File: config.mk
export PLATFORM = sky130hd
export DESIGN_NAME = ir_port_config_registers
export DESIGN_NICKNAME = d
export VERILOG_FILES = /design/src/core/ir_cfg_pkg.sv /design/src/core/ir_port_config_registers.sv /design/src/core/rx_pulse_filter.sv /design/src/core/sip_pulse_gen.sv
export SDC_FILE = /design/constraint.sdc
export NUM_CORES = 1
export LEC_CHECK = 0
export ABC_AREA = 1
export BUFFER_PORTS_ARGS = -buffer_cell sky130_fd_sc_hd__buf_2
export CORE_MARGIN = 1
export CORE_UTILIZATION = 26
export DETAILED_ROUTE_END_ITERATION = 12
export SLEW_MARGIN = 5
export SYNTH_ARGS = -nofsm -noshare
export SYNTH_HDL_FRONTEND = slang
export SYNTH_HIERARCHICAL = 1
export SYNTH_SLANG_ARGS = --single-unit
File: constraint.sdc
create_clock -name clk -period 6.82 [get_ports clk]
set_input_delay 0.341 -clock clk [delete_from_list [all_inputs] [get_ports clk]]
set_output_delay 0.341 -clock clk [all_outputs]
set_load 0.005 [all_outputs]
File: src/core/ir_cfg_pkg.sv
package ir_cfg_pkg;

    // register indices carried in the setup stage of the vendor requests
    localparam logic [7:0] IDX_MODE    = 8'h00;
    localparam logic [7:0] IDX_FRAMING = 8'h01;
    localparam logic [7:0] IDX_TRANSCEIVER_CONTROL    = 8'h02;
    localparam logic [7:0] IDX_SIP     = 8'h03;
    localparam logic [7:0] IDX_MINRX   = 8'h04;
    localparam logic [7:0] IDX_TX_WIDTH = 8'h05;

    // mode register fields kept by this block
    localparam int         MODE_RATE_LO   = 5;
    localparam int         MODE_RATE_HI   = 7;
    localparam int         MODE_SIP_REQ   = 13;
    localparam logic [2:0] MODE_RATE_RST  = 3'h1;

    // framing fields
    localparam int         FRM_START_EN   = 7;
    localparam int         FRM_GAP_LO     = 8;
    localparam int         FRM_GAP_EN     = 15;
    localparam int         FRM_VALUE_W    = 6;
    localparam logic [15:0] FRAMING_RST   = 16'h0000;

    // transceiver control fields
    localparam int         XC_PIN_A       = 0;
    localparam int         XC_FAST_SEL    = 1;
    localparam int         XC_SETUP       = 2;
    localparam int         XC_HS_INPUT    = 3;
    localparam int         XC_LED_LO      = 4;
    localparam int         XC_LED_HI      = 6;
    localparam int         XC_PIN_B       = 7;
    localparam int         XC_SD_A        = 8;
    localparam int         XC_SD_B        = 9;
    localparam int         XC_TX_INV      = 10;
    localparam int         XC_RX_INV      = 11;
    localparam int         XC_CODE_LO     = 12;
    localparam int         XC_RW_W        = 12;
    localparam logic [11:0] TRANSCEIVER_CONTROL_RW_RST   = 12'h100;
    localparam logic [3:0] EE_CODE_RST    = 4'h0;
    // transceiver types whose mode is latched from the transmit line
    localparam logic [3:0] CODE_LATCH_A   = 4'h0;
    localparam logic [3:0] CODE_LATCH_B   = 4'h1;

    // sip timing fields
    localparam int         SIP_ON_W       = 7;
    localparam int         SIP_OFF_W      = 9;
    localparam logic [6:0] SIP_ON_RST     = 7'h4c;
    localparam logic [8:0] SIP_OFF_RST    = 9'h154;

    localparam logic [15:0] WIDTH_RST     = 16'h0000;

    // 48 MHz reference derived from the 125 MHz clock by a fractional accumulator
    localparam logic [7:0] CLK_MHZ        = 8'h7d;
    localparam logic [7:0] SIP_REF_MHZ    = 8'h30;

    // mode latch strobe phase length
    localparam int         LATCH_NS       = 200;
    localparam int         CLK_PERIOD_PS  = 8000;
    localparam int         LATCH_CYCLES   = (LATCH_NS * 1000 + CLK_PERIOD_PS - 1) / CLK_PERIOD_PS;

    localparam int         BAUD_W         = 21;
    localparam logic [BAUD_W-1:0] BAUD_BPS [8] = '{
        21'h000960, 21'h002580, 21'h004b00, 21'h009600,
        21'h00e100, 21'h01c200, 21'h08ca00, 21'h119400
    };

    typedef enum logic [1:0] {LATCH_IDLE, LATCH_SET, LATCH_CLR} latch_e;
    typedef enum logic [1:0] {SIP_IDLE, SIP_HIGH, SIP_LOW} sip_e;

endpackage

File: src/core/ir_port_config_registers.sv
`timescale 1ns/1ps
`default_nettype none
module ir_port_config_registers
    import ir_cfg_pkg::*;
#(
    parameter logic [5:0]  DEF_START_FLAGS = 6'h0a,
    parameter logic [5:0]  DEF_GAP         = 6'h0a,
    parameter logic [15:0] DEF_MIN_RX      = 16'h0004,
    parameter logic [15:0] DEF_TX_PW       = 16'h000c
) (
    input  wire logic              clk,
    input  wire logic              rst_b,
    input  wire logic              reg_wr,
    input  wire logic              reg_rd,
    input  wire logic [7:0]        reg_index,
    input  wire logic [15:0]       reg_wdata,
    output logic [15:0]            reg_rdata,
    output logic                   reg_rvalid,
    input  wire logic              eeprom_load,
    input  wire logic [3:0]        eeprom_code_in,
    input  wire logic              shutdown_req,
    input  wire logic              tx_data_in,
    input  wire logic              rx_fast_in,
    input  wire logic              rx_slow_in,
    output logic                   tx_out,
    output logic                   transceiver_cfg_pin_a,
    output logic                   transceiver_cfg_pin_b,
    output logic                   transceiver_fast_select,
    output logic                   config_mode,
    output logic [2:0]             led_current_level,
    output logic [BAUD_W-1:0]      baud_bps,
    output logic [5:0]             start_flag_count,
    output logic [5:0]             interframe_gap_setting,
    output logic [15:0]            min_receive_width,
    output logic [15:0]            transmit_pulse_width_value,
    output logic                   rx_data,
    output logic                   sip_active
);
    logic [2:0]        rate_field;
    logic              software_sip_request;
    logic [15:0]       framing;
    logic [XC_RW_W-1:0] transceiver_control;
    logic [3:0]        eeprom_transceiver_code;
    logic [15:0]       sip_timing;
    logic [15:0]       min_rx_reg;
    logic [15:0]       tx_pw_reg;
    logic              sip_req_d;
    logic [7:0]        ref_acc;
    logic              ref_tick;
    logic              sip_out;
    logic              sip_busy;
    latch_e            latch_state;
    logic [7:0]        latch_cnt;
    logic              rx_sel;
    logic              latching_type;
    logic [15:0]       next_rdata;

    wire wr_mode  = reg_wr && reg_index == IDX_MODE;
    wire wr_transceiver_control  = reg_wr && reg_index == IDX_TRANSCEIVER_CONTROL;

    // register writes, one word per request
    always_ff @(posedge clk) begin
        if (!rst_b) begin
            rate_field           <= MODE_RATE_RST;
            software_sip_request <= 1'b0;
            framing              <= FRAMING_RST;
            transceiver_control                 <= TRANSCEIVER_CONTROL_RW_RST;
            sip_timing           <= {SIP_OFF_RST, SIP_ON_RST};
            min_rx_reg           <= WIDTH_RST;
            tx_pw_reg            <= WIDTH_RST;
        end else if (reg_wr) begin
            if (reg_index == IDX_MODE) begin
                rate_field           <= reg_wdata[MODE_RATE_HI:MODE_RATE_LO];
                software_sip_request <= reg_wdata[MODE_SIP_REQ];
            end else if (reg_index == IDX_FRAMING) begin
                framing <= reg_wdata;
            end else if (reg_index == IDX_TRANSCEIVER_CONTROL) begin
                transceiver_control <= reg_wdata[XC_RW_W-1:0];
            end else if (reg_index == IDX_SIP) begin
                sip_timing <= reg_wdata;
            end else if (reg_index == IDX_MINRX) begin
                min_rx_reg <= reg_wdata;
            end else if (reg_index == IDX_TX_WIDTH) begin
                tx_pw_reg <= reg_wdata;
            end
        end
    end

    // transceiver type code, loaded only from the eeprom
    always_ff @(posedge clk) begin
        if (!rst_b) begin
            eeprom_transceiver_code <= EE_CODE_RST;
        end else if (eeprom_load) begin
            eeprom_transceiver_code <= eeprom_code_in;
        end
    end

    // read port: unmapped indices answer zero
    always_comb begin
        next_rdata = '0;
        if (reg_index == IDX_MODE) begin
            next_rdata[MODE_RATE_HI:MODE_RATE_LO] = rate_field;
            next_rdata[MODE_SIP_REQ]              = software_sip_request;
        end else if (reg_index == IDX_FRAMING) begin
            next_rdata = framing;
        end else if (reg_index == IDX_TRANSCEIVER_CONTROL) begin
            next_rdata = {eeprom_transceiver_code, transceiver_control};
        end else if (reg_index == IDX_SIP) begin
            next_rdata = sip_timing;
        end else if (reg_index == IDX_MINRX) begin
            next_rdata = min_rx_reg;
        end else if (reg_index == IDX_TX_WIDTH) begin
            next_rdata = tx_pw_reg;
        end
    end

    always_ff @(posedge clk) begin
        if (!rst_b) begin
            reg_rdata  <= '0;
            reg_rvalid <= 1'b0;
        end else begin
            reg_rvalid <= reg_rd;
            if (reg_rd) begin
                reg_rdata <= next_rdata;
            end
        end
    end

    // decoded framing, timing and transceiver control values
    always_ff @(posedge clk) begin
        if (!rst_b) begin
            baud_bps                   <= BAUD_BPS[MODE_RATE_RST];
            start_flag_count           <= DEF_START_FLAGS;
            interframe_gap_setting     <= DEF_GAP;
            min_receive_width          <= DEF_MIN_RX;
            transmit_pulse_width_value <= DEF_TX_PW;
            led_current_level          <= '0;
            config_mode                <= 1'b0;
            transceiver_fast_select    <= 1'b0;
        end else begin
            baud_bps <= BAUD_BPS[rate_field];
            start_flag_count <= framing[FRM_START_EN] ?
                framing[FRM_VALUE_W-1:0] : DEF_START_FLAGS;
            interframe_gap_setting <= framing[FRM_GAP_EN] ?
                framing[FRM_GAP_LO+FRM_VALUE_W-1:FRM_GAP_LO] : DEF_GAP;
            min_receive_width <= (min_rx_reg != '0) ? min_rx_reg : DEF_MIN_RX;
            transmit_pulse_width_value <= (tx_pw_reg != '0) ? tx_pw_reg : DEF_TX_PW;
            led_current_level <= transceiver_control[XC_LED_HI:XC_LED_LO];
            config_mode <= transceiver_control[XC_SETUP];
            transceiver_fast_select <= transceiver_control[XC_FAST_SEL];
        end
    end

    // 48 MHz enable from the 125 MHz clock
    always_ff @(posedge clk) begin
        if (!rst_b) begin
            ref_acc  <= '0;
            ref_tick <= 1'b0;
        end else if (ref_acc + SIP_REF_MHZ >= CLK_MHZ) begin
            ref_acc  <= ref_acc + SIP_REF_MHZ - CLK_MHZ;
            ref_tick <= 1'b1;
        end else begin
            ref_acc  <= ref_acc + SIP_REF_MHZ;
            ref_tick <= 1'b0;
        end
    end

    always_ff @(posedge clk) begin
        if (!rst_b) begin
            sip_req_d <= 1'b0;
        end else begin
            sip_req_d <= software_sip_request;
        end
    end

    sip_pulse_gen u_sip (
        .clk       (clk),
        .rst_b     (rst_b),
        .start     (software_sip_request && !sip_req_d),
        .ref_tick  (ref_tick),
        .high_time (sip_timing[SIP_ON_W-1:0]),
        .low_time  (sip_timing[15:SIP_ON_W]),
        .sip_out   (sip_out),
        .busy      (sip_busy)
    );

    // mode latch strobe for transceivers that sample their mode on tx
    assign latching_type = (eeprom_transceiver_code == CODE_LATCH_A) ||
                           (eeprom_transceiver_code == CODE_LATCH_B);

    always_ff @(posedge clk) begin
        if (!rst_b) begin
            latch_state <= LATCH_IDLE;
            latch_cnt   <= '0;
        end else begin
            case (latch_state)
                LATCH_IDLE: begin
                    latch_cnt <= '0;
                    if (wr_transceiver_control && reg_wdata[XC_SETUP] && latching_type) begin
                        latch_state <= LATCH_SET;
                    end
                end
                LATCH_SET: begin
                    if (latch_cnt == 8'(LATCH_CYCLES - 1)) begin
                        latch_state <= LATCH_CLR;
                        latch_cnt   <= '0;
                    end else begin
                        latch_cnt <= latch_cnt + 8'h01;
                    end
                end
                LATCH_CLR: begin
                    if (latch_cnt == 8'(LATCH_CYCLES - 1)) begin
                        latch_state <= LATCH_IDLE;
                    end else begin
                        latch_cnt <= latch_cnt + 8'h01;
                    end
                end
                default: latch_state <= LATCH_IDLE;
            endcase
        end
    end

    // transceiver pins
    always_ff @(posedge clk) begin
        if (!rst_b) begin
            transceiver_cfg_pin_a <= TRANSCEIVER_CONTROL_RW_RST[XC_SD_A];
            transceiver_cfg_pin_b <= TRANSCEIVER_CONTROL_RW_RST[XC_SD_B];
            tx_out                <= 1'b0;
        end else begin
            if (shutdown_req) begin
                transceiver_cfg_pin_a <= transceiver_control[XC_SD_A];
                transceiver_cfg_pin_b <= transceiver_control[XC_SD_B];
            end else if (latch_state != LATCH_IDLE) begin
                transceiver_cfg_pin_a <= (latch_state == LATCH_SET);
                transceiver_cfg_pin_b <= transceiver_control[XC_PIN_B];
            end else begin
                transceiver_cfg_pin_a <= transceiver_control[XC_PIN_A];
                transceiver_cfg_pin_b <= transceiver_control[XC_PIN_B];
            end
            if (latch_state != LATCH_IDLE) begin
                tx_out <= transceiver_control[XC_FAST_SEL];
            end else begin
                tx_out <= (tx_data_in | sip_out) ^ transceiver_control[XC_TX_INV];
            end
        end
    end

    // receive path: pin select, polarity, noise filter
    assign rx_sel = (transceiver_control[XC_HS_INPUT] ? rx_fast_in : rx_slow_in)
                    ^ transceiver_control[XC_RX_INV];

    rx_pulse_filter #(
        .WIDTH_W (16)
    ) u_rx_filter (
        .clk       (clk),
        .rst_b     (rst_b),
        .din       (rx_sel),
        .min_width (min_receive_width),
        .dout      (rx_data)
    );

    always_ff @(posedge clk) begin
        if (!rst_b) begin
            sip_active <= 1'b0;
        end else begin
            sip_active <= sip_busy;
        end
    end

    baud_map_a: assert property (@(posedge clk) disable iff (!rst_b)
        wr_mode |=> ##1 baud_bps == BAUD_BPS[$past(reg_wdata[7:5], 2)])
        else $error("baud rate does not follow rate field");

    start_flags_a: assert property (@(posedge clk) disable iff (!rst_b)
        ##1 $past(framing[FRM_START_EN]) |->
            start_flag_count == $past(framing[5:0]))
        else $error("custom start flag count not applied");

    gap_default_a: assert property (@(posedge clk) disable iff (!rst_b)
        ##1 !$past(framing[FRM_GAP_EN]) |-> interframe_gap_setting == DEF_GAP)
        else $error("built-in gap not used");

    shutdown_pins_a: assert property (@(posedge clk) disable iff (!rst_b)
        shutdown_req |=> transceiver_cfg_pin_a == $past(transceiver_control[XC_SD_A]) &&
                         transceiver_cfg_pin_b == $past(transceiver_control[XC_SD_B]))
        else $error("shutdown values not on mode pins");

    ee_readonly_a: assert property (@(posedge clk) disable iff (!rst_b)
        wr_transceiver_control && !eeprom_load |=> $stable(eeprom_transceiver_code))
        else $error("eeprom code changed by a write");

    latch_strobe_a: assert property (@(posedge clk) disable iff (!rst_b)
        latch_state == LATCH_IDLE && wr_transceiver_control && reg_wdata[XC_SETUP] && latching_type
        && !shutdown_req |=> ##1 transceiver_cfg_pin_a && tx_out == transceiver_control[XC_FAST_SEL])
        else $error("mode latch strobe did not start");

    tx_invert_a: assert property (@(posedge clk) disable iff (!rst_b)
        latch_state == LATCH_IDLE |=>
            tx_out == (($past(tx_data_in) | $past(sip_out)) ^ $past(transceiver_control[XC_TX_INV])))
        else $error("transmit polarity wrong");

    min_width_a: assert property (@(posedge clk) disable iff (!rst_b)
        ##1 $past(min_rx_reg) == 16'h0000 |-> min_receive_width == DEF_MIN_RX)
        else $error("built-in receive width not used");

    sip_start_a: assert property (@(posedge clk) disable iff (!rst_b)
        software_sip_request && !sip_req_d && !sip_busy |=> ##1 sip_active)
        else $error("sip not started on request edge");

    led_level_a: assert property (@(posedge clk) disable iff (!rst_b)
        wr_transceiver_control |=> ##1 led_current_level == $past(reg_wdata[6:4], 2))
        else $error("led current not applied");
endmodule // ir_port_config_registers
`default_nettype wire

File: src/core/rx_pulse_filter.sv
`timescale 1ns/1ps
`default_nettype none
module rx_pulse_filter #(
    parameter int WIDTH_W = 16
) (
    input  wire logic               clk,
    input  wire logic               rst_b,
    input  wire logic               din,
    input  wire logic [WIDTH_W-1:0] min_width,
    output logic                    dout
);
    logic [WIDTH_W-1:0] run;

    // a level change passes only after holding for min_width cycles
    always_ff @(posedge clk) begin
        if (!rst_b) begin
            dout <= 1'b0;
            run  <= '0;
        end else if (din == dout) begin
            run <= '0;
        end else if (run + 1'b1 >= min_width) begin
            dout <= din;
            run  <= '0;
        end else begin
            run <= run + 1'b1;
        end
    end
endmodule // rx_pulse_filter
`default_nettype wire

File: src/core/sip_pulse_gen.sv
`timescale 1ns/1ps
`default_nettype none
module sip_pulse_gen
    import ir_cfg_pkg::*;
(
    input  wire logic                 clk,
    input  wire logic                 rst_b,
    input  wire logic                 start,
    input  wire logic                 ref_tick,
    input  wire logic [SIP_ON_W-1:0]  high_time,
    input  wire logic [SIP_OFF_W-1:0] low_time,
    output logic                      sip_out,
    output logic                      busy
);
    sip_e               state;
    logic [SIP_OFF_W-1:0] ticks;

    always_ff @(posedge clk) begin
        if (!rst_b) begin
            state <= SIP_IDLE;
            ticks <= '0;
        end else begin
            case (state)
                SIP_IDLE: begin
                    ticks <= '0;
                    if (start) begin
                        state <= SIP_HIGH;
                    end
                end
                SIP_HIGH: begin
                    if (ref_tick) begin
                        if (ticks + 9'h001 >= {2'b00, high_time}) begin
                            state <= SIP_LOW;
                            ticks <= '0;
                        end else begin
                            ticks <= ticks + 9'h001;
                        end
                    end
                end
                SIP_LOW: begin
                    if (ref_tick) begin
                        if (ticks + 9'h001 >= low_time) begin
                            state <= SIP_IDLE;
                            ticks <= '0;
                        end else begin
                            ticks <= ticks + 9'h001;
                        end
                    end
                end
                default: state <= SIP_IDLE;
            endcase
        end
    end

    assign sip_out = (state == SIP_HIGH);
    assign busy    = (state != SIP_IDLE);
endmodule // sip_pulse_gen
`default_nettype wire

==> results of run 1 <==
-- synthesized netlist by cell type (2+ instances only) --
library cell,number
o21ai_0,69
a31o_2,2
inv_2,9
nand3_2,4
nor3_1,5
buf_6,4
nor2_1,127
clkbuf_1,19
nand2_1,214
o21ai_1,23
nor2_4,9
nor2_2,10
inv_1,211
xnor2_1,6
or2_2,3
dfxtp_1,215
buf_2,17
nand3_1,83
nand4_1,14
nand2_2,8
o21bai_1,9
nor4_1,5
xor2_1,19
ha_1,53
o211ai_1,12
buf_4,10
a21oi_1,138
-- metrics by stage --
| stage | hold slack (ns) | total power, W | cell area, µm² | utilization, % | setup WS, ns |
|---|---|---|---|---|---|
| after floorplan | 0.4109 | 0.001540 | 9927 | - | 4.556 |
| after global placement | 0.4385 | 0.001617 | 10910 | 29.03 | 4.149 |
| after detailed placement | 0.4397 | 0.001622 | 10910 | 29.03 | 4.045 |
| after CTS | 0.01104 | 0.003092 | 11820 | 31.46 | 4.225 |
| after global routing | 0.03437 | 0.003188 | 11820 | 31.46 | 3.956 |
| final | 0.02336 | 0.003052 | 11820 | 31.46 | 4.219 |
-- power by group through the flow --
stage	Clock, W	Sequential, W	Combinational [W]
after floorplan	0	0.00133	0.000211
after global placement	0	0.00133	0.000283
after detailed placement	0	0.00133	0.000288
after CTS	0.00150	0.00131	0.000289
after global routing	0.00155	0.00131	0.000328
final	0.00146	0.00131	0.000286
-- how the worst max path moves through the flow --
| stage | end | cells after the start |
|---|---|---|
| 6_report | u_rx_filter/run[2] | 13 |
| 3_5_place_dp | min_rx_reg[6] | 8 |
| 3_3_place_gp | min_rx_reg[10] | 8 |
| 4_1_cts | u_rx_filter/run[2] | 13 |
| 5_1_grt | u_rx_filter/run[10] | 13 |
| 2_1_floorplan | u_rx_filter/run[3] | 14 |
-- area by class of cell --
type / count / area (µm²)
Inverter: 221 / 829.5
Tap cell: 511 / 639.4
Fill cell: 4057 / 25750
Timing Repair Buffer: 123 / 623.1
Clock inverter: 14 / 161.4
Multi-Input combinational cell: 836 / 4513
Sequential cell: 215 / 4304
Clock buffer: 34 / 752.0
-- worst max-delay path: cells and delay by family (launching register included) --
family	cells	cell delay (ns)
flip-flops	1	0.36
buffers and inverters	1	0.07
AO/OA/AOI/OAI	1	0.11
XOR/XNOR	1	0.23
AND/OR/NAND/NOR	8	1.27
adder cells (fa/ha/maj)	2	0.48
-- routing by layer --
metal | up-vias | share of wire (%) | wire length [µm]
li1 | 4397 | - | -
met1 | 4023 | 47 | 13470
met2 | 296 | 43 | 12280
met3 | 60 | 7.4 | 2137
met4 | 0 | 3.0 | 868
met5 | - | 0 | 0
-- cells by family after synthesis --
family                   synth area share, %
AO/OA/AOI/OAI                          14.24
AND/OR/NAND/NOR                        22.06
flip-flops                             43.46
adder cells (fa/ha/maj)                6.695
other                                0.03786
multiplexers                          0.1011
buffers and inverters                  11.21
XOR/XNOR                               2.211
==> key figures, run 1 <==
Power and ir drop
  – Pleak: roughly 5.4 nW
  – PwrDens: between 200 and 300 nW/µm²
  – Total net switching power: 0.0007874 W
  – Combinational power share: a little under a tenth
  – Int Power: 0.002265 W
  – Switch share: between 20% and 30%
  – Sequential power share: between 40% and 50%
  – VDD IR-drop max: approximately 0.00016 V
  – Clock power share: approximately 48%

Detailed routing
  – DRT Pass-1 Iters: 6
  – Detailed-route via count: just under 9k
  – Drt total wl: around 29000 µm
  – Via/cell ratio: 4.491
  – Post-route ant nets: 0
  – Initial DRC Count: about 640
  – DRC: 0
  – Wire per inst: approximately 15 µm

Critical path
  – Reg-to-reg startpoint: u_rx_filter/run[0]
  – Crit path launch type: flop
  – CP peak stage delay: between 0.3 and 0.4 ns
  – Worst path arrival time: a little over 3 ns
  – Crit. End Element: flop
  – R2R Setup Slk: about 4.2 ns
  – Crit-path max FO: 16
  – Crit-path cells: ha_1 > nand2_1 > nor2_2 > nand3_2 > nor2_1 > xor2_1 > inv_1 > ha_1 > nand2_1 > o21ai_0 > nor2_2 > nand4_4 > nor2_1
  – CP Class: reg2reg
  – Crit Reg-Reg Endpoint: u_rx_filter/run[2]
  – Worst endpoint required time: between 7 and 8 ns
  – R2R depth: 13
  – Critical Path Source: u_rx_filter/run[0]
  – CP max-delay cell: dfxtp_1

Place
  – Dpl cells: about 1.9k
  – Port Buffers: about 120
  – Final estimated routing congestion in global placement: approximately 0.94
  – HPWL after DPL: between 20000 and 25000 µm

Global route
  – Met1 Use GR: between 20% and 30%
  – Total GRT Usage: around 15%
  – Largest net degree at the start of global routing: roughly 70
  – Vias in the first global route: around 8.2k
  – Initial antenna violation count: 1
  – GRT busiest layer: met2
  – First-pass GRT wire length: ~45000 µm
  – Grt met3 use: about 2.9%
  – Met2 usage: 22.73%
  – Gr ovfl total: 0

STA
  – Setup Skew: between 0.01 and 0.015 ns
  – Least-Margin Pin Slew: 1.149 ns
  – Final setup violation count: 0
  – Fin crit period: ~2.6 ns
  – Fmax: between 300 and 400 MHz
  – Setup TNS: 0 ns
  – Worst rel slew slack: between 20% and 30%
  – Tcrit/Tclk final: a little under two fifths
  – RSZ-0062 raised after global routing: no
  – Final hold violation count: 0
  – Number of max-slew violations in the final report: 0

Clock tree
  – # H-tree levels: 1
  – Clock slew at reported path FFs: about 0.060 ns
  – Total CTS buffers: 26
  – CTS sink cnt: 215
  – Setup Buffers After CTS: 0
  – Clock buffer depth: 3
  – CTS resizes: 0
  – TritonCTS clock tree: yes
  – # hold bufs at CTS: 0
  – Root buf cell: clkbuf_16
  – Clock latency on the worst-skew pair: about 0.55 ns

Synthesis
  – Gate Count Post-Synth: between 1k and 1.5k
  – YS warnings: 6
  – Asr flop ratio synth: 0%
  – Sequential fraction of the synthesis area: between 40 and 50%
  – Avg Inst Size Synth: roughly 7.5 µm²
  – Post-synth cell types: 46
  – Prevailing post-synth register cell: dfxtp_1
  – Top cells by area, synth: dfxtp_1, nand2_1, inv_1
  – Post-synth top area share: between 40% and 50%
  – Post-synth top area cell: dfxtp_1
  – Area of the mapped netlist: 9904 µm²
  – Yosys reg bits: around 220
  – Number of synthesized flops with an enable pin: 0

Floorplan
  – Die height: about 200 µm
  – Die width: between 150 and 200 µm
  – I/O pins: around 130
  – Die footprint: between 30000 and 40000 µm²
  – Row cnt: 71
  – Initial Util: approximately a quarter
  – CORE AREA: 37580 µm²

Worst hold path
  – Hold Path End: eeprom_transceiver_code[0]
  – HP Start: eeprom_code_in[0]
  – Worst hold path cell count: 3
  – Min-Delay Path Class: in2reg

Cells and area
  – # diodes: 0
  – Most frequent cells in the layout: dfxtp_1, nand2_1, inv_1
  – Layout cells sized above 1: approximately 15%
  – P&R area growth vs syn: 19.37%
  – # nets final: approximately 1.5k
  – Post-route non-filler standard cell count: roughly 2k
  – Most common cell after layout, fill and taps aside: dfxtp_1

Outcome
  – Outcome: finished, final reports clean

Run
  – Max cap viols: 0
Note: power is estimated with default switching activity, not from simulation.
==> run 2, diff against run 1 <==
clock period = 2.5 ns   (was 6.82 ns; I/O delays follow)
==> key figures, run 2 (synthesis results as in run 1) <==
Outcome
  – Outcome: finished, final reports clean

Cells and area
  – Post-route non-filler standard cell count: 2011 (+2.9%)
  – Area of the multi-input gates: 4695 µm² (+4.0%)
  – Most frequent cells in the layout: inv_1, nand2_1, dfxtp_1
  – # fillers: 4000 (-1.4%)
  – # diodes: 0 (unchanged)
  – Most common cell after layout, fill and taps aside: inv_1
  – # nets final: 1571 (+3.8%)
  – Layout cells sized above 1: 18.40% (+3.1 points)
  – P&R area growth vs syn: 26.81%
  – FF+latch area: 4314 µm² (+0.23%)

Critical path
  – CP delay by family, top: simple AND/OR/NAND/NOR gates
  – Worst endpoint required time: 2.93 ns (-4.36 ns)
  – Crit-path max FO: 4 (-12)
  – WP depth: 14 (+1)
  – CP Capture Point: u_rx_filter/dout
  – R2R depth: 14 (+1)
  – CP Class: reg2reg
  – Worst path arrival time: 2.86 ns (-0.21 ns)
  – Crit-path cells: ha_4 > nand2_2 > nor2_4 > buf_6 > nand4_1 > xor2_1 > inv_1 > ha_1 > nand4_1 > a21oi_2 > nor2_4 > buf_4 > a21oi_1 > nor2_1
  – Crit path launch type: flop
  – Crit. End Element: flop
  – Crit Reg-Reg Endpoint: u_rx_filter/dout
  – Worst path bufs/invs: 3 (+2)
  – Reg-to-reg startpoint: u_rx_filter/run[0]
  – R2R Setup Slk: 0.08 ns (-4.14 ns)
  – CP max-delay cell: dfxtp_4
  – Critical Path Source: u_rx_filter/run[0]
  – CP peak stage delay: 0.37 ns (about the same)

Floorplan
  – Die height: 197.2 µm (unchanged)
  – Die width: 197.2 µm (unchanged)
  – Initial Util: 26.36% (unchanged)
  – Die footprint: 38880 µm² (unchanged)
  – CORE AREA: 37580 µm² (unchanged)
  – I/O pins: 129 (unchanged)
  – Row cnt: 71 (unchanged)

Clock tree
  – Root buf cell: clkbuf_16
  – Total CTS buffers: 26 (unchanged)
  – Clock slew at reported path FFs: 0.07 ns (about the same)
  – Clock buffer depth: 3 (unchanged)
  – TritonCTS clock tree: yes
  – CTS sink cnt: 215 (unchanged)
  – Clock latency on the worst-skew pair: 0.53 ns (-0.02 ns)
  – # H-tree levels: 1 (unchanged)

Global route
  – Vias in the first global route: 8194 (+0.098%)
  – Initial antenna violation count: 1 (unchanged)
  – First-pass GRT wire length: 45560 µm (+1.6%)
  – Gr ovfl total: 0 (unchanged)
  – Largest net degree at the start of global routing: 48 (-33%)
  – Total GRT Usage: 15.06% (+0.22 points)

Detailed routing
  – Drt total wl: 30100 µm (+4.6%)
  – Wire per inst: 14.97 µm (+1.7%)
  – Initial DRC Count: 735 (+14%)
  – DRT Pass-1 Iters: 6 (unchanged)
  – Post-route ant nets: 0 (unchanged)
  – DRC: 0 (unchanged)
  – Detailed-route via count: 9022 (+2.8%)
  – Via/cell ratio: 4.486 (-0.11%)

STA
  – Tcrit/Tclk final: 96.98% (+59 points)
  – Number of max-slew violations in the final report: 0 (unchanged)
  – Final hold violation count: 0 (unchanged)
  – Worst rel slew slack: 44.03% (+21 points)
  – Fmax: 412.5 MHz (+7.3%)
  – Setup Skew: 0.01086 ns (-0.001309 ns)
  – Final setup violation count: 0 (unchanged)
  – Least-Margin Pin Slew: 0.8375 ns (-0.3110 ns)
  – Fin crit period: 2.424 ns (-0.1768 ns)

Power and ir drop
  – Pleak: 5.705 nW (+5.5%)
  – Total net switching power: 0.002204 W (+180%)
  – VDD IR-drop max: 0.0004814 V (+190%)
  – Switch share: 25.76% (-0.033 points)
  – Combinational power share: 10.4% (+1.0 points)
  – PwrDens: 681.3 nW/µm² (+160%)
  – Clock power share: 47.9% (about the same)
  – Int Power: 0.006352 W (+180%)
  – Pwr Total: 0.008556 W (+180%)
  – Sequential power share: 41.7% (-1.1 points)

Place
  – Port Buffers: 121 (unchanged)
  – HPWL after DPL: 22400 µm (+2.7%)
  – Dpl cells: 1924 (+0.94%)
  – Final estimated routing congestion in global placement: 0.8949 (-5.2%)

Run
  – Max cap viols: 0 (unchanged)

Worst hold path
  – Min-Delay Path Class: in2reg
-- run 2: changes by cell type in the layout (fill, tap and decap cells not counted), moves of 4 or more --
| cell | change |
|---|---|
| clkinv_2 | -4 |
| xor2_1 | -4 |
| dfxtp_2 | +5 |
| buf_4 | +23 |
| nor2_1 | -5 |
| dlygate4sd3_1 | +31 |
| ha_1 | -4 |
| xor2_2 | +4 |
| dfxtp_1 | -6 |
| nand2_1 | -5 |
-- run 2: worst min path at each step --
stage	slack, ns	to	from	cells past startpoint
2_1_floorplan	0.22	reg_rvalid	reg_rd	2
3_3_place_gp	0.37	reg_rvalid	reg_rd	3
3_5_place_dp	0.38	reg_rvalid	reg_rd	3
4_1_cts	0.04	rate_field[2]	reg_wr	3
5_1_grt	0.06	tx_out	tx_data_in	5
6_report	0.05	tx_out	tx_data_in	5
-- run 2: area by class of cell --
| type | instances | share of cell area [%] |
|---|---|---|
| Clock buffer | 33 | 5.957 |
| Clock inverter | 14 | 1.564 |
| Inverter | 221 | 6.605 |
| Multi-Input combinational cell | 838 | 37.38 |
| Sequential cell | 215 | 34.35 |
| Tap cell | 511 | 5.091 |
| Timing Repair Buffer | 179 | 9.056 |
-- run 2: per-stage QoR --
step	TNS (ns)	area [µm²]	worst slack (ns)	hold slack (ns)	utilization [%]
5_1_grt	-0.6922	12560	-0.06541	0.06184	33.42
4_1_cts	0	12310	0.001686	0.04235	32.76
3_5_place_dp	0	11060	0.01678	0.3771	29.42
6_report	0	12560	0.07561	0.05013	33.42
3_3_place_gp	0	11060	0.05576	0.3731	29.42
2_1_floorplan	0	9927	0.2358	0.2185	-
-- run 2: layer usage --
layer | up-vias | GRT usage [%] | part of all wire [%]
li1 | 4518 | - | -
met3 | 62 | 2.732 | 6.5
met5 | - | 0 | 0.043
met1 | 4134 | 20.96 | 47
met4 | 2 | 5.082 | 3.3
met2 | 306 | 23.27 | 43
-- run 2: timing repair --
item / CTS / global route
resized for setup: 0 / 41
endpoints found under the hold margin: 76 / 0
hold buffers: 31 / 0
setup endpoints to repair: 0 / 28
setup buffers: 0 / 7
-- run 2: power by group through the flow --
| stage | clock network [W] | logic, W | registers (W) |
|---|---|---|---|
| after floorplan | 0 | 0.000576 | 0.00363 |
| after global placement | 0 | 0.000784 | 0.00364 |
| after detailed placement | 0 | 0.000806 | 0.00364 |
| after CTS | 0.00420 | 0.000847 | 0.00356 |
| after global routing | 0.00433 | 0.00101 | 0.00357 |
| final | 0.00410 | 0.000892 | 0.00356 |
-- run 2: worst min-delay path: stages --
cell	delay, ns
buf_2	0.08
nor2_1	0.04
xnor2_1	0.11
o21ai_0	0.12
inv_1	0.07
==> run 3, diff against run 2 <==
ABC_CLOCK_PERIOD_IN_PS = 2500   (was default)
HOLD_SLACK_MARGIN = 0.1   (was default)
==> key figures, run 3 (synthesis results as in run 1) <==
Outcome
  – Outcome: finished, final reports clean

Critical path
  – Worst path arrival time: 2.85 ns (about the same)
  – Crit-path max FO: 4 (unchanged)
  – R2R Setup Slk: 0.07 ns (about the same)
  – R2R depth: 14 (unchanged)
  – Worst endpoint required time: 2.93 ns (about the same)
  – Crit-path cells: ha_4 > nand2_2 > nor2_4 > buf_6 > nand4_1 > xor2_1 > inv_1 > ha_1 > nand4_1 > a21oi_2 > nor2_4 > buf_4 > a21oi_1 > nor2_1
  – Crit path launch type: flop
  – CP Class: reg2reg
  – CP delay by family, top: simple AND/OR/NAND/NOR gates
  – Crit Reg-Reg Endpoint: u_rx_filter/dout
  – CP peak stage delay: 0.37 ns (about the same)
  – Worst path bufs/invs: 3 (unchanged)
  – CP max-delay cell: dfxtp_4
  – Reg-to-reg startpoint: u_rx_filter/run[0]
  – Crit. End Element: flop

Place
  – Final estimated routing congestion in global placement: 0.8949 (unchanged)
  – HPWL after DPL: 22400 µm (unchanged)
  – Port Buffers: 121 (unchanged)
  – Dpl cells: 1924 (unchanged)

Clock tree
  – Clock buffer depth: 3 (unchanged)
  – TritonCTS clock tree: yes
  – CTS sink cnt: 215 (unchanged)
  – Root buf cell: clkbuf_16
  – Total CTS buffers: 26 (unchanged)
  – Clock latency on the worst-skew pair: 0.53 ns (about the same)
  – # H-tree levels: 1 (unchanged)
  – Clock slew at reported path FFs: 0.07 ns (about the same)

Cells and area
  – Most common cell after layout, fill and taps aside: inv_1
  – Layout cells sized above 1: 18.35% (-0.049 points)
  – # fillers: 3998 (-0.050%)
  – P&R area growth vs syn: 27.21%
  – Post-route non-filler standard cell count: 2015 (+0.20%)
  – # nets final: 1575 (+0.25%)
  – Most frequent cells in the layout: inv_1, nand2_1, dfxtp_1
  – # diodes: 0 (unchanged)

Detailed routing
  – Drt total wl: 29970 µm (-0.43%)
  – WL met1: 14080 µm (-0.36%)
  – Via/cell ratio: 4.468 (-0.41%)
  – Post-route ant nets: 0 (unchanged)
  – Initial DRC Count: 762 (+3.7%)
  – Wire per inst: 14.87 µm (-0.63%)
  – Met2 WL: 13000 µm (-0.11%)
  – DRC: 0 (unchanged)
  – Met3 routed WL: 1970 µm (+0.82%)
  – Detailed-route via count: 9003 (-0.21%)
  – DR top layer: met5
  – DRT Pass-1 Iters: 5 (-1)

Floorplan
  – Die width: 197.2 µm (unchanged)
  – I/O pins: 129 (unchanged)
  – Row cnt: 71 (unchanged)
  – Die height: 197.2 µm (unchanged)
  – Die footprint: 38880 µm² (unchanged)
  – Initial Util: 26.36% (unchanged)
  – CORE AREA: 37580 µm² (unchanged)

Run
  – Max cap viols: 0 (unchanged)

Power and ir drop
  – PwrDens: 678.9 nW/µm² (-0.35%)
  – VDD IR-drop max: 0.0004806 V (-0.17%)
  – Pwr Total: 0.008554 W (about the same)
  – Pleak: 5.724 nW (+0.33%)

STA
  – Number of max-slew violations in the final report: 0 (unchanged)
  – Fmax: 412.4 MHz (about the same)
  – Fin crit period: 2.425 ns (+0.0006470 ns)
  – Final setup violation count: 0 (unchanged)
  – Worst rel slew slack: 45.74% (+1.7 points)
  – Least-Margin Pin Slew: 0.8119 ns (-0.02560 ns)
  – Tcrit/Tclk final: 97.00% (about the same)
  – Setup Skew: 0.01278 ns (+0.001920 ns)
  – Final hold violation count: 0 (unchanged)

Global route
  – Gr ovfl total: 0 (unchanged)
  – Total GRT Usage: 15.07% (about the same)
  – First-pass GRT wire length: 45620 µm (+0.14%)
  – Largest net degree at the start of global routing: 48 (unchanged)
  – Vias in the first global route: 8197 (+0.037%)
  – Initial antenna violation count: 1 (unchanged)

Worst hold path
  – Worst hold path cell count: 5 (unchanged)
  – Hold Path End: u_rx_filter/dout
  – Min-Delay Path Class: in2reg
  – HP Start: rx_fast_in
## run 3: changes by cell type in the layout (fill, tap and decap cells not counted)
cell / before / now
dlygate4sd3_1: 31 / 35
## run 3: what timing repair did
| action | CTS | global route |
|---|---|---|
| endpoints found under the setup margin | 0 | 28 |
| setup buffers | 0 | 7 |
| gates resized for setup | 0 | 41 |
| endpoints found under the hold margin | 91 | 0 |
| hold buffers | 35 | 0 |
## run 3: how the worst max path moves through the flow
stage / from / end / slack (ns) / cells after the start
2_1_floorplan: u_rx_filter/run[0] / u_rx_filter/run[3] / 0.24 / 14
3_3_place_gp: u_rx_filter/run[0] / u_rx_filter/run[15] / 0.06 / 13
3_5_place_dp: u_rx_filter/run[0] / u_rx_filter/run[15] / 0.02 / 13
4_1_cts: u_rx_filter/run[0] / u_rx_filter/run[2] / 0.002 / 13
5_1_grt: u_rx_filter/run[0] / u_rx_filter/run[5] / -0.07 / 13
6_report: u_rx_filter/run[0] / u_rx_filter/dout / 0.07 / 14
## run 3: worst min-delay path, cell delays in order
cell,delay [ns]
buf_2,0.08
mux2i_1,0.10
xnor2_1,0.17
a21oi_1,0.12
nor2_1,0.05
## run 3: area by class of cell
type | count | area (µm²) | share of cell area, %
Multi-Input combinational cell | 838 | 4695 | 37.26
Clock buffer | 33 | 748.2 | 5.938
Timing Repair Buffer | 183 | 1177 | 9.345
Sequential cell | 215 | 4314 | 34.24
Tap cell | 511 | 639.4 | 5.074
Inverter | 221 | 829.5 | 6.584
Clock inverter | 14 | 196.4 | 1.559
## run 3: report_power, final
| part | switching [W] | total [W] | internal (W) |
|---|---|---|---|
| logic | 0.000590 | 0.000895 | 0.000305 |
| registers | 0.0000551 | 0.00356 | 0.00351 |
| clock network | 0.00155 | 0.00409 | 0.00254 |
| total | 0.00220 | 0.00855 | 0.00635 |
## run 3: metrics by stage
step           util [%]  cell area (µm²)  worst slack [ns]  hold WS [ns]  TNS (ns)
3_3_place_gp      29.42            11060           0.05576        0.3731         0
4_1_cts           32.87            12350          0.001686        0.1285         0
3_5_place_dp      29.42            11060           0.01678        0.3771         0
2_1_floorplan         -             9927            0.2358        0.2185         0
6_report          33.53            12600           0.07496        0.1507         0
5_1_grt           33.53            12600          -0.06541        0.1493   -0.6922
## run 3: per-layer routing
metal,up-vias,global-route usage [%]
met2,281,23.31
met4,2,4.938
li1,4524,-
met1,4144,21.02
met5,-,0
met3,52,2.732
